$ cat config.mk
export PLATFORM = sky130hd
export DESIGN_NAME = rshi_host_if
export DESIGN_NICKNAME = d
export VERILOG_FILES = /design/src/rshi_pkg.sv /design/src/rshi_host_if.sv /design/src/rshi_fifo.sv /design/src/rshi_obuf.sv
export SDC_FILE = /design/constraint.sdc
export NUM_CORES = 2
export LEC_CHECK = 0
export BUFFER_PORTS_ARGS = -buffer_cell sky130_fd_sc_hd__buf_2
export CAP_MARGIN = 20
export CORE_MARGIN = 1
export CORE_UTILIZATION = 63
export CTS_BUF_LIST = sky130_fd_sc_hd__clkbuf_8 sky130_fd_sc_hd__clkbuf_16
export DETAILED_ROUTE_END_ITERATION = 16
export PLACE_DENSITY = 0.81
export SLEW_MARGIN = 10
export SYNTH_ARGS = -nofsm -noshare
export SYNTH_HDL_FRONTEND = slang
export SYNTH_HIERARCHICAL = 1
export SYNTH_SLANG_ARGS = --single-unit
$ cat constraint.sdc
create_clock -name i_core_clk -period 6.85 [get_ports i_core_clk]
set_clock_uncertainty 0.15 [all_clocks]
set_input_delay 1.37 -clock i_core_clk [delete_from_list [all_inputs] [get_ports i_core_clk]]
set_output_delay 1.37 -clock i_core_clk [all_outputs]
set_load 0.05 [all_outputs]
$ cat src/rshi_pkg.sv
package rshi_pkg;
  localparam int unsigned BYTE_W = 8;
  localparam int unsigned ADDR_W = 8;
  localparam int unsigned FIFO_DEPTH = 16;
  localparam int unsigned INIT_COUNT = 6;
  localparam logic [2:0] IDX_SCALE = 3'h0;
  localparam logic [2:0] IDX_THRESH = 3'h1;
  localparam logic [2:0] IDX_CHECK = 3'h2;
  localparam logic [2:0] IDX_MSG = 3'h3;
  localparam logic [2:0] IDX_LEN = 3'h4;
  localparam logic [2:0] IDX_CTRL = 3'h5;
  localparam logic [2:0] IDX_DONE = 3'h6;
  localparam int unsigned FIELD_MSB = 4;
  localparam int unsigned CTL_SUPPRESS_CHECK_OUT = 1;
  localparam int unsigned CTL_CORRECT_VS_VECTOR_SEL = 2;
  localparam int unsigned CTL_FWD = 3;
  localparam int unsigned CTL_RAW = 4;
  localparam int unsigned CTL_ERC = 5;
  localparam logic [1:0] RST_LOW_MIN = 2'h2;
  localparam logic [1:0] RUN_HIGH_MIN = 2'h2;
  localparam logic [7:0] REG_RESET = 8'h00;
  typedef enum logic [3:0] {
    RSHI_O_IDLE = 4'b0001,
    RSHI_O_FETCH = 4'b0010,
    RSHI_O_LATCH = 4'b0100,
    RSHI_O_SHOW = 4'b1000
  } rshi_out_st_t;
endpackage

$ cat src/rshi_host_if.sv
module rshi_host_if import rshi_pkg::*; #(
  parameter int unsigned DEPTH = FIFO_DEPTH
) (
  input wire logic i_core_clk,
  input wire logic i_rst_n,
  input wire logic i_reset_n,
  input wire logic i_input_strobe_n,
  input wire logic [BYTE_W-1:0] i_data_in_bus,
  input wire logic i_erase,
  input wire logic i_output_strobe_n,
  output logic o_input_ready_n,
  output logic o_output_ready_n,
  output logic [BYTE_W-1:0] o_data_out_bus,
  output logic o_correctable_n,
  output logic o_corrected_byte_flag
);
  localparam int unsigned CW = $clog2(DEPTH) + 1;

  function automatic logic over_limit(input logic [7:0] cnt, input logic [7:0] lim);
    over_limit = (cnt > lim);
  endfunction

  logic [7:0] erasure_scale_factor_r;
  logic [7:0] correction_threshold_r;
  logic [7:0] check_symbol_count_r;
  logic [7:0] message_symbol_count_r;
  logic [7:0] block_length_r;
  logic [7:0] control_settings_r;
  logic [2:0] init_idx_r;
  logic [1:0] low_cnt_r;
  logic [1:0] high_cnt_r;
  logic init_open;
  logic running;
  logic take;
  logic fifo_push;
  logic fifo_in_ready;
  logic fifo_valid;
  logic fifo_pop;
  logic [BYTE_W:0] fifo_q;
  logic [CW-1:0] fifo_count;
  logic [7:0] load_cnt_r;
  logic [7:0] ers_cnt_r;
  logic [7:0] ers_total;
  logic blk_full_r;
  logic blk_uncorr_r;
  logic blk_keep_r;
  logic last_byte;
  logic [7:0] wr_addr;
  logic [BYTE_W:0] mem_q;
  rshi_out_st_t out_st_r;
  logic [7:0] rd_addr_r;
  logic [7:0] remain_r;
  logic accept_out;
  logic raw;
  logic correct_vs_vector_sel;
  logic fwd;
  logic suppress_check_out;
  logic [7:0] r_count;

  assign raw = control_settings_r[CTL_RAW];
  assign correct_vs_vector_sel = control_settings_r[CTL_CORRECT_VS_VECTOR_SEL];
  assign fwd = control_settings_r[CTL_FWD];
  assign suppress_check_out = control_settings_r[CTL_SUPPRESS_CHECK_OUT];
  assign r_count = {3'h0, check_symbol_count_r[FIELD_MSB:0]};

  // Reset pin phases
  assign init_open = !i_reset_n && (low_cnt_r == RST_LOW_MIN);
  assign running = i_reset_n && (high_cnt_r == RUN_HIGH_MIN);

  always_ff @(posedge i_core_clk) begin
    if (!i_rst_n) begin
      low_cnt_r <= '0;
      high_cnt_r <= '0;
    end else begin
      low_cnt_r <= i_reset_n ? '0 : (init_open ? low_cnt_r : low_cnt_r + 2'h1);
      high_cnt_r <= !i_reset_n ? '0 : (running ? high_cnt_r : high_cnt_r + 2'h1);
    end
  end

  assign take = !i_input_strobe_n && !o_input_ready_n;

  always_ff @(posedge i_core_clk) begin
    if (!i_rst_n) begin
      o_input_ready_n <= 1'b1;
    end else if (init_open) begin
      o_input_ready_n <= !((init_idx_r < IDX_DONE) && !(take && init_idx_r == IDX_CTRL));
    end else if (running) begin
      o_input_ready_n <= !(fifo_count + CW'(take) < CW'(DEPTH));
    end else begin
      o_input_ready_n <= 1'b1;
    end
  end

  // Write-only parameter load, six bytes in order
  always_ff @(posedge i_core_clk) begin
    if (!i_rst_n) begin
      init_idx_r <= '0;
      erasure_scale_factor_r <= REG_RESET;
      correction_threshold_r <= REG_RESET;
      check_symbol_count_r <= REG_RESET;
      message_symbol_count_r <= REG_RESET;
      block_length_r <= REG_RESET;
      control_settings_r <= REG_RESET;
    end else if (i_reset_n) begin
      init_idx_r <= '0;
    end else if (take) begin
      init_idx_r <= init_idx_r + 3'h1;
      case (init_idx_r)
        IDX_SCALE: erasure_scale_factor_r <= i_data_in_bus;
        IDX_THRESH: correction_threshold_r <= {3'h0, i_data_in_bus[FIELD_MSB:0]};
        IDX_CHECK: check_symbol_count_r <= {3'h0, i_data_in_bus[FIELD_MSB:0]};
        IDX_MSG: message_symbol_count_r <= i_data_in_bus;
        IDX_LEN: block_length_r <= i_data_in_bus;
        IDX_CTRL: control_settings_r <= i_data_in_bus;
        default: init_idx_r <= init_idx_r;
      endcase
    end
  end

  assign fifo_push = take && i_reset_n;

  rshi_fifo #(.WIDTH(BYTE_W + 1), .DEPTH(DEPTH)) u_fifo (
    .i_core_clk(i_core_clk),
    .i_rst_n(i_rst_n),
    .i_clr(!i_reset_n),
    .i_valid(fifo_push),
    .o_ready(fifo_in_ready),
    .i_data({i_erase, i_data_in_bus}),
    .o_valid(fifo_valid),
    .i_ready(out_st_r == RSHI_O_IDLE && !blk_full_r),
    .o_data(fifo_q),
    .o_count(fifo_count)
  );

  // Core moves a block into the output buffer, last arrival at address zero
  assign fifo_pop = fifo_valid && out_st_r == RSHI_O_IDLE && !blk_full_r;
  assign last_byte = (load_cnt_r == block_length_r - 8'h01);
  assign wr_addr = block_length_r - 8'h01 - load_cnt_r;
  assign ers_total = ers_cnt_r + {7'h0, fifo_q[BYTE_W]};

  always_ff @(posedge i_core_clk) begin
    if (!i_rst_n || !i_reset_n) begin
      load_cnt_r <= '0;
      ers_cnt_r <= '0;
      blk_full_r <= 1'b0;
      blk_uncorr_r <= 1'b0;
      blk_keep_r <= 1'b1;
    end else if (fifo_pop) begin
      load_cnt_r <= last_byte ? '0 : load_cnt_r + 8'h01;
      ers_cnt_r <= last_byte ? '0 : ers_total;
      if (last_byte) begin
        blk_full_r <= 1'b1;
        blk_keep_r <= !(over_limit(ers_total, correction_threshold_r) || over_limit(ers_total, r_count));
        blk_uncorr_r <= control_settings_r[CTL_ERC] &&
          (over_limit(ers_total, correction_threshold_r) || over_limit(ers_total, r_count));
      end
    end else if (out_st_r == RSHI_O_IDLE && blk_full_r) begin
      blk_full_r <= 1'b0;
    end
  end

  rshi_obuf #(.WIDTH(BYTE_W + 1), .AW(ADDR_W)) u_obuf (
    .i_core_clk(i_core_clk),
    .i_we(fifo_pop),
    .i_waddr(wr_addr),
    .i_wdata(fifo_q),
    .i_raddr(rd_addr_r),
    .o_rdata(mem_q)
  );

  // Output side
  assign accept_out = !o_output_ready_n && !i_output_strobe_n;

  always_ff @(posedge i_core_clk) begin
    if (!i_rst_n || !i_reset_n) begin
      out_st_r <= RSHI_O_IDLE;
      rd_addr_r <= '0;
      remain_r <= '0;
      o_output_ready_n <= 1'b1;
    end else begin
      case (out_st_r)
        RSHI_O_IDLE: begin
          if (blk_full_r) begin
            out_st_r <= RSHI_O_FETCH;
            remain_r <= (suppress_check_out && !raw) ? message_symbol_count_r : block_length_r;
            rd_addr_r <= fwd ? block_length_r - 8'h01 : ((suppress_check_out && !raw) ? r_count : 8'h00);
          end
        end
        RSHI_O_FETCH: out_st_r <= RSHI_O_LATCH;
        RSHI_O_LATCH: begin
          out_st_r <= RSHI_O_SHOW;
          o_output_ready_n <= 1'b0;
        end
        RSHI_O_SHOW: begin
          if (accept_out) begin
            o_output_ready_n <= 1'b1;
            remain_r <= remain_r - 8'h01;
            rd_addr_r <= fwd ? rd_addr_r - 8'h01 : rd_addr_r + 8'h01;
            out_st_r <= (remain_r == 8'h01) ? RSHI_O_IDLE : RSHI_O_FETCH;
          end
        end
        default: out_st_r <= RSHI_O_IDLE;
      endcase
    end
  end

  // Output byte, corrected flag and correctable flag
  always_ff @(posedge i_core_clk) begin
    if (!i_rst_n) begin
      o_data_out_bus <= '0;
      o_corrected_byte_flag <= 1'b0;
      o_correctable_n <= 1'b1;
    end else begin
      if (out_st_r == RSHI_O_LATCH) begin
        if (raw) begin
          o_data_out_bus <= correct_vs_vector_sel ? mem_q[BYTE_W-1:0] : '0;
        end else begin
          o_data_out_bus <= correct_vs_vector_sel ? mem_q[BYTE_W-1:0] : '0;
        end
        o_corrected_byte_flag <= mem_q[BYTE_W] && blk_keep_r && !raw;
      end else if (accept_out) begin
        o_corrected_byte_flag <= 1'b0;
      end
      if (out_st_r == RSHI_O_IDLE && blk_full_r) begin
        o_correctable_n <= blk_uncorr_r;
      end
    end
  end
endmodule // rshi_host_if

$ cat src/rshi_fifo.sv
module rshi_fifo import rshi_pkg::*; #(
  parameter int unsigned WIDTH = 9,
  parameter int unsigned DEPTH = 16
) (
  input wire logic i_core_clk,
  input wire logic i_rst_n,
  input wire logic i_clr,
  input wire logic i_valid,
  output logic o_ready,
  input wire logic [WIDTH-1:0] i_data,
  output logic o_valid,
  input wire logic i_ready,
  output logic [WIDTH-1:0] o_data,
  output logic [$clog2(DEPTH):0] o_count
);
  localparam int unsigned AW = $clog2(DEPTH);
  logic [WIDTH-1:0] mem_r [DEPTH];
  logic [AW-1:0] wr_ptr_r;
  logic [AW-1:0] rd_ptr_r;
  logic [AW:0] count_r;
  logic push;
  logic pop;

  assign o_ready = (count_r != (AW+1)'(DEPTH));
  assign o_valid = (count_r != '0);
  assign o_data = mem_r[rd_ptr_r];
  assign o_count = count_r;
  assign push = i_valid && o_ready;
  assign pop = o_valid && i_ready;

  always_ff @(posedge i_core_clk) begin
    if (push) begin
      mem_r[wr_ptr_r] <= i_data;
    end
  end

  always_ff @(posedge i_core_clk) begin
    if (!i_rst_n || i_clr) begin
      wr_ptr_r <= '0;
      rd_ptr_r <= '0;
      count_r <= '0;
    end else begin
      if (push) begin
        wr_ptr_r <= (wr_ptr_r == AW'(DEPTH - 1)) ? '0 : wr_ptr_r + AW'(1);
      end
      if (pop) begin
        rd_ptr_r <= (rd_ptr_r == AW'(DEPTH - 1)) ? '0 : rd_ptr_r + AW'(1);
      end
      count_r <= count_r + (AW+1)'(push) - (AW+1)'(pop);
    end
  end
endmodule // rshi_fifo

$ cat src/rshi_obuf.sv
module rshi_obuf #(
  parameter int unsigned WIDTH = 9,
  parameter int unsigned AW = 8
) (
  input wire logic i_core_clk,
  input wire logic i_we,
  input wire logic [AW-1:0] i_waddr,
  input wire logic [WIDTH-1:0] i_wdata,
  input wire logic [AW-1:0] i_raddr,
  output logic [WIDTH-1:0] o_rdata
);
  logic [WIDTH-1:0] mem_r [2**AW];

  always_ff @(posedge i_core_clk) begin
    if (i_we) begin
      mem_r[i_waddr] <= i_wdata;
    end
  end

  always_ff @(posedge i_core_clk) begin
    o_rdata <= mem_r[i_raddr];
  end
endmodule // rshi_obuf

* Yosys cells after proc, flatten, opt, wreduce, memory -nomap -nowiden
Memories as Yosys holds them, arrays and structs flattened. A register that Yosys moved wholly into a read port is not among the register bits.
Index checks and enable logic that the tools add are counted.
** Word-level totals
- RAM bits :: 2448
- Output and inout port bits :: 12
- Memories kept :: 2
- Bits in registers :: 103
- Bits of input ports :: 14
- Logic and storage cells :: 151
** Memories
- u_obuf.mem_r :: depth 256, bits a word 9, read ports 1, clocked after memory_dff 1, wr ports 1, RTL line rshi_obuf.sv:12 : logic [WIDTH-1:0] mem_r [2**AW];
- u_fifo.mem_r :: depth 16, bits a word 9, read ports 1, clocked after memory_dff 1, wr ports 1, RTL line rshi_fifo.sv:17 : logic [WIDTH-1:0] mem_r [DEPTH];
** Cells by class
- Eq/ne operators :: 19
- Magnitude comparators :: 4
- Multiplexer cells :: 34
- Reductions and logical operators :: 51
- Bitwise operators :: 2
- Add/subtract/negate cells :: 15
** Operators by type and width (number)
- 8-bit two-way mux :: 10
- 8-bit one-hot mux with 2 select lines :: 2
- 4-bit two-way mux :: 6
- 8-bit by 1-bit subtractor with 8-bit output (second input constant) :: 3
- 3-bit AND reduction :: 6
- 1-bit logical AND :: 17
- 8-bit by 1-bit adder with 8-bit output (second input constant) :: 2
- 8-bit by 5-bit greater-than comparator with 1-bit output :: 2
- 4-bit one-hot mux with 4 select lines :: 1
- 4-bit equality test (second input constant) :: 3
- 1-bit logical NOT :: 12
- 1-bit two-way mux :: 12
- 2-bit AND reduction :: 6
- 5-bit by 1-bit adder with 5-bit output :: 2
- 4-bit by 1-bit adder with 4-bit output (second input constant) :: 2
- 8-bit by 1-bit adder with 8-bit output :: 1
- 8-bit by 1-bit equality test with 1-bit output (second input constant) :: 1
- 8-bit equality test :: 1
- 2-bit nonzero test :: 4
- 8-bit subtractor :: 1
- 3-bit by 2-bit equality test with 1-bit output (second input constant) :: 2
- 3-bit equality test (second input constant) :: 2
- 6-bit OR reduction :: 1
- 5-bit < comparator (second input constant) :: 1
- 20 further kinds :: 25

* Logic depth before layout (Yosys ltp)
- Depth in word-level cells :: 7
- Gate-level depth with buffers :: 15

* Cells and area by module
Netlist, hierarchy kept.
** By module, submodules not included
- rshi_obuf :: cells each 4237, seq. area each 69366.5 sq um, times used 1, area each 89278.1 sq um
- rshi_fifo :: cells each 331, seq. area each 4664.5 sq um, times used 1, area each 6438.7 sq um
- rshi_host_if :: cells each 632, seq. area each 1781.7 sq um, times used 1, area each 5146.2 sq um

* Least setup slack after synthesis
OpenSTA, ideal clock, no wires.
- Path type :: register to register
- Start :: reg with a tool-made name
- End :: reg blk_uncorr_r
- Buffers on the path :: 2
- Data arrival time :: 6.057 ns
- Data required time :: 6.579 ns
- Slack :: 0.522 ns
- Cell stages (with the launch flop) :: 16
- Cells stage by stage :: dfxtp_1 buf_6 buf_4 mux4_2 a22oi_1 nand2_1 ha_1 nand4_1 xnor2_1 ha_1 a21oi_1 nand2_1 o22ai_1 nand3_1 nor2_1 o31ai_1
** RTL lines
- to (signal assigned) :: RTL line rshi_host_if.sv:154 : blk_uncorr_r <= control_settings_r[CTL_ERC] &&
- to (decl) :: RTL line rshi_host_if.sv:45 : logic blk_uncorr_r;

* Final worst setup path
- Start :: reg block_length_r[0]
- End :: mem u_obuf.mem_r[185][6] (enable)
** Between the ends
- Longest elaborated chain between the ends :: 2
** RTL lines
- from (decl) :: RTL line rshi_host_if.sv:27 : logic [7:0] block_length_r;
- from (signal assigned) :: RTL line rshi_host_if.sv:113 : IDX_LEN: block_length_r <= i_data_in_bus;
- 8-bit by 1-bit subtractor with 8-bit output :: RTL line rshi_host_if.sv:138 : assign wr_addr = block_length_r - 8'h01 - load_cnt_r;
- 8-bit subtractor :: RTL line rshi_host_if.sv:138
- named net wr_addr[7] :: RTL line rshi_host_if.sv:48 : logic [7:0] wr_addr;
- to (decl) :: RTL line rshi_obuf.sv:12
The timed path passes the listed nets, and every way through them passes these cells.

==> reports/qor.csv <==
stage,metric,value,unit
grt,grt_pass1_vias,53312,
hold_path,worstHoldStart,o_data_out_bus[7],
cells_and_area,fill_cells,8859,
setup_path,reg2reg_depth,11,
power,powerDensity,304,nW/um2
yosys,syn_avg_cell_area,19.4,um2
yosys,synth_ff_type,edfxtp_1,
sta,setup_viol,0,
grt,track_usage,32.6,%
cts,cts_tree,yes,
cells_and_area,final_layout_size_suffix_gt1_share,19.5,%
cts,cts.htree.levels,4,
cts,hold_buffers,0,
route,ant_nets,0,
place,dp_hpwl,149,mm
sta,worst_slew_pin_slew,1.32,ns
cts,ctsResizeCount,0,
sta,period_minus_slack,5.53,ns
route,routedWlPerCell,34.8,um
cts,clk_pin_slew,0.06,ns
setup_path,worstReg2RegEnd,u_obuf/mem_r[185][6],
setup_path,critPathCaptureType,register,
place,portBuffers,25,
setup_path,ff2ff_setup_slack,1.32,ns
grt,grt_overflow,0,
cells_and_area,syn2layout_area_growth,10.1,%
sta,maxSlewHeadroom,11.2,%
sta,fin_crit_sh,80.8,%
power,ir_drop,0.287,mV
cts,cts_inserted_buffers,232,
hold_path,min_path_cells,2,
setup_path,crit_required,7.17,ns
cts,cts_setup_buffers,0,
sta,finalMaxSlewViolations,0,
die,die_area,162000,um2
yosys,yosysUniqueCellTypes,88,
sta,fmax,181,MHz
route,drtIter0Drc,9059,
yosys,syn-num-nets,5264,
cts,clkLatencyLatePin,0.86,ns
die,dieHeight,402,um
die,die_x,402,um
die,core_area,159000,um2
die,std_cell_rows,146,
route,drc,0,
power,p_leak,33.6,nW
sta,hold_viol_final,0,
hold_path,worstHoldEndpoint,o_data_out_bus[7],
route,drt_pass1_iterations,9,
grt,grt_max_degree,185,
die,io-pin-count,26,
yosys,ys_ff_latch,2563,
cts,clock_path_buffers,3,
cells_and_area,final_cell_mix,"edfxtp_1, mux4_2, nor2_1",
yosys,synth_cells,5200,
yosys,syn_area,101000,um2
cells_and_area,fin_nets,5328,
setup_path,path_class,reg2reg,
sta,setup_tns,0,ns
cells_and_area,utilization,70.0,%
sta,rsz0062_at_grt,no,
setup_path,cp_max_fo,16,
cts,root_buffer,clkbuf_16,
route,wl,262,mm
yosys,yosysSeqAreaShare,75.2,%
yosys,async_flop_share,0,%
run_status,outcome,"finished, final reports clean",
yosys,yosysWarnings,6,
yosys,synth_edf_count,2448,
setup_path,worstPathArrival,5.86,ns
cells_and_area,final_common_cell,edfxtp_1,
route,dr_total_vias,54789,
route,vias_per_cell,7.26,
cts,clock-sinks,2563,
hold_path,hp-class,reg2reg,
setup_path,r2r-start,block_length_r[0],
die,floorplan.initialDensity,63.5,%
place,gp_routability_congestion,0.940,
grt,grt_pass1_wl,378,mm
setup_path,critPathLaunchType,register,
grt,antenna_found_initial,9,
job,drv_cap,0,
[worst max path at each step]
| stage | startpoint | to | slack (ns) | cells past startpoint |
|---|---|---|---|---|
| floorplan | register | blk_uncorr_r | 0.52 | 15 |
| global placement | block_length_r[0] | u_obuf/mem_r[113][2] | 1.86 | 12 |
| detailed placement | block_length_r[0] | u_obuf/mem_r[113][3] | 1.55 | 12 |
| CTS | block_length_r[0] | u_obuf/mem_r[113][0] | 1.41 | 12 |
| global route | block_length_r[0] | u_obuf/mem_r[172][3] | 1.18 | 11 |
| finish | block_length_r[0] | u_obuf/mem_r[185][6] | 1.32 | 11 |
[sequential cells by signal (all words and copies together) (netlist names), 8 cells and up, named ones only]
register / flops
load_cnt_r: 8
u_fifo/mem_r: 144
block_length_r: 8
message_symbol_count_r: 8
rd_addr_r: 8
remain_r: 8
o_data_out_bus: 8
ers_cnt_r: 8
u_obuf/o_rdata: 9
u_obuf/mem_r: 2304
[cells by family (layout without fill, tap and decap cells)]
group	Yosys count	after routing	synth area share, %
compound gates	654	654	4.36
other cells	0	2	0
xor+xnor	44	44	0.396
buf+inv	353	621	1.99
simple gates	810	810	3.78
mux	726	726	13.7
fa+ha+maj	50	50	0.643
flops	2563	2563	75.2
[area by class of cell]
cell class / count / area (um2) / share of cell area [%]
clock inverter: 195 / 2070 / 1.86
clock buffer: 243 / 5970 / 5.37
sequential: 2563 / 75800 / 68.3
timing repair buffer: 130 / 1180 / 1.06
inverter: 53 / 199 / 0.179
antenna: 2 / 5.00 / 0.00451
tap: 2072 / 2590 / 2.33
multi-input combinational: 2284 / 23200 / 20.9
[synth_stat cells, types with 36 or more instances]
library cell	instances	area share (%)
edfxtp_1	2448	73
mux2i_1	193	1.9
ha_1	47	0.58
nor3_1	36	0.18
clkbuf_1	138	0.51
mux4_2	488	11
buf_2	63	0.31
o21ai_0	60	0.30
dfxtp_1	115	2.3
inv_1	51	0.19
o22ai_1	70	0.43
nor2_1	367	1.4
a22oi_1	193	1.4
o221ai_1	36	0.31
a21oi_1	149	0.74
nand2_1	137	0.51
nand3_1	76	0.38
nor2b_1	47	0.29
[per-stage QoR]
stage          cell area [um2]  hold slack (ns)  total power, mW  instances  worst slack, ns
2_1_floorplan           101000            0.285             19.6       5200            0.522
3_3_place_gp            103000            0.297             20.4       7091             1.86
3_5_place_dp            103000            0.304             20.4       7093             1.55
4_1_cts                 111000            0.312             33.7       7531             1.41
5_1_grt                 111000            0.337             34.4       7540             1.18
6_report                111000            0.313             33.7       7542             1.32
[critical path, stage by stage, from the launching register on]
cell     delay, ns
dfxtp_1       0.39
nor3_1        0.34
nor3b_1       0.29
xor2_1        0.28
ha_1          0.34
or3_1         0.36
o21ai_0       0.12
a21oi_1       0.10
xor2_1        0.47
nor2b_1       0.40
nand3_1       0.83
nor2_1        1.05
[where the power goes]
part           total [mW]  switching, mW  internal [mW]  leakage, nW
Sequential           18.1         0.0495           18.0         22.9
Combinational        2.09           1.77          0.323         6.57
Clock                13.6           5.80           7.76         4.05
[routing by layer]
| metal | track usage [%] | wire, um | share of wire, % |
|---|---|---|---|
| met1 | 44.2 | 89600 | 34 |
| met2 | 49.8 | 121000 | 46 |
| met3 | 9.34 | 37300 | 14 |
| met4 | 14.7 | 13800 | 5.3 |
| met5 | 0 | 26 | 0.0099 |
Power figures use the tool's default switching activity.
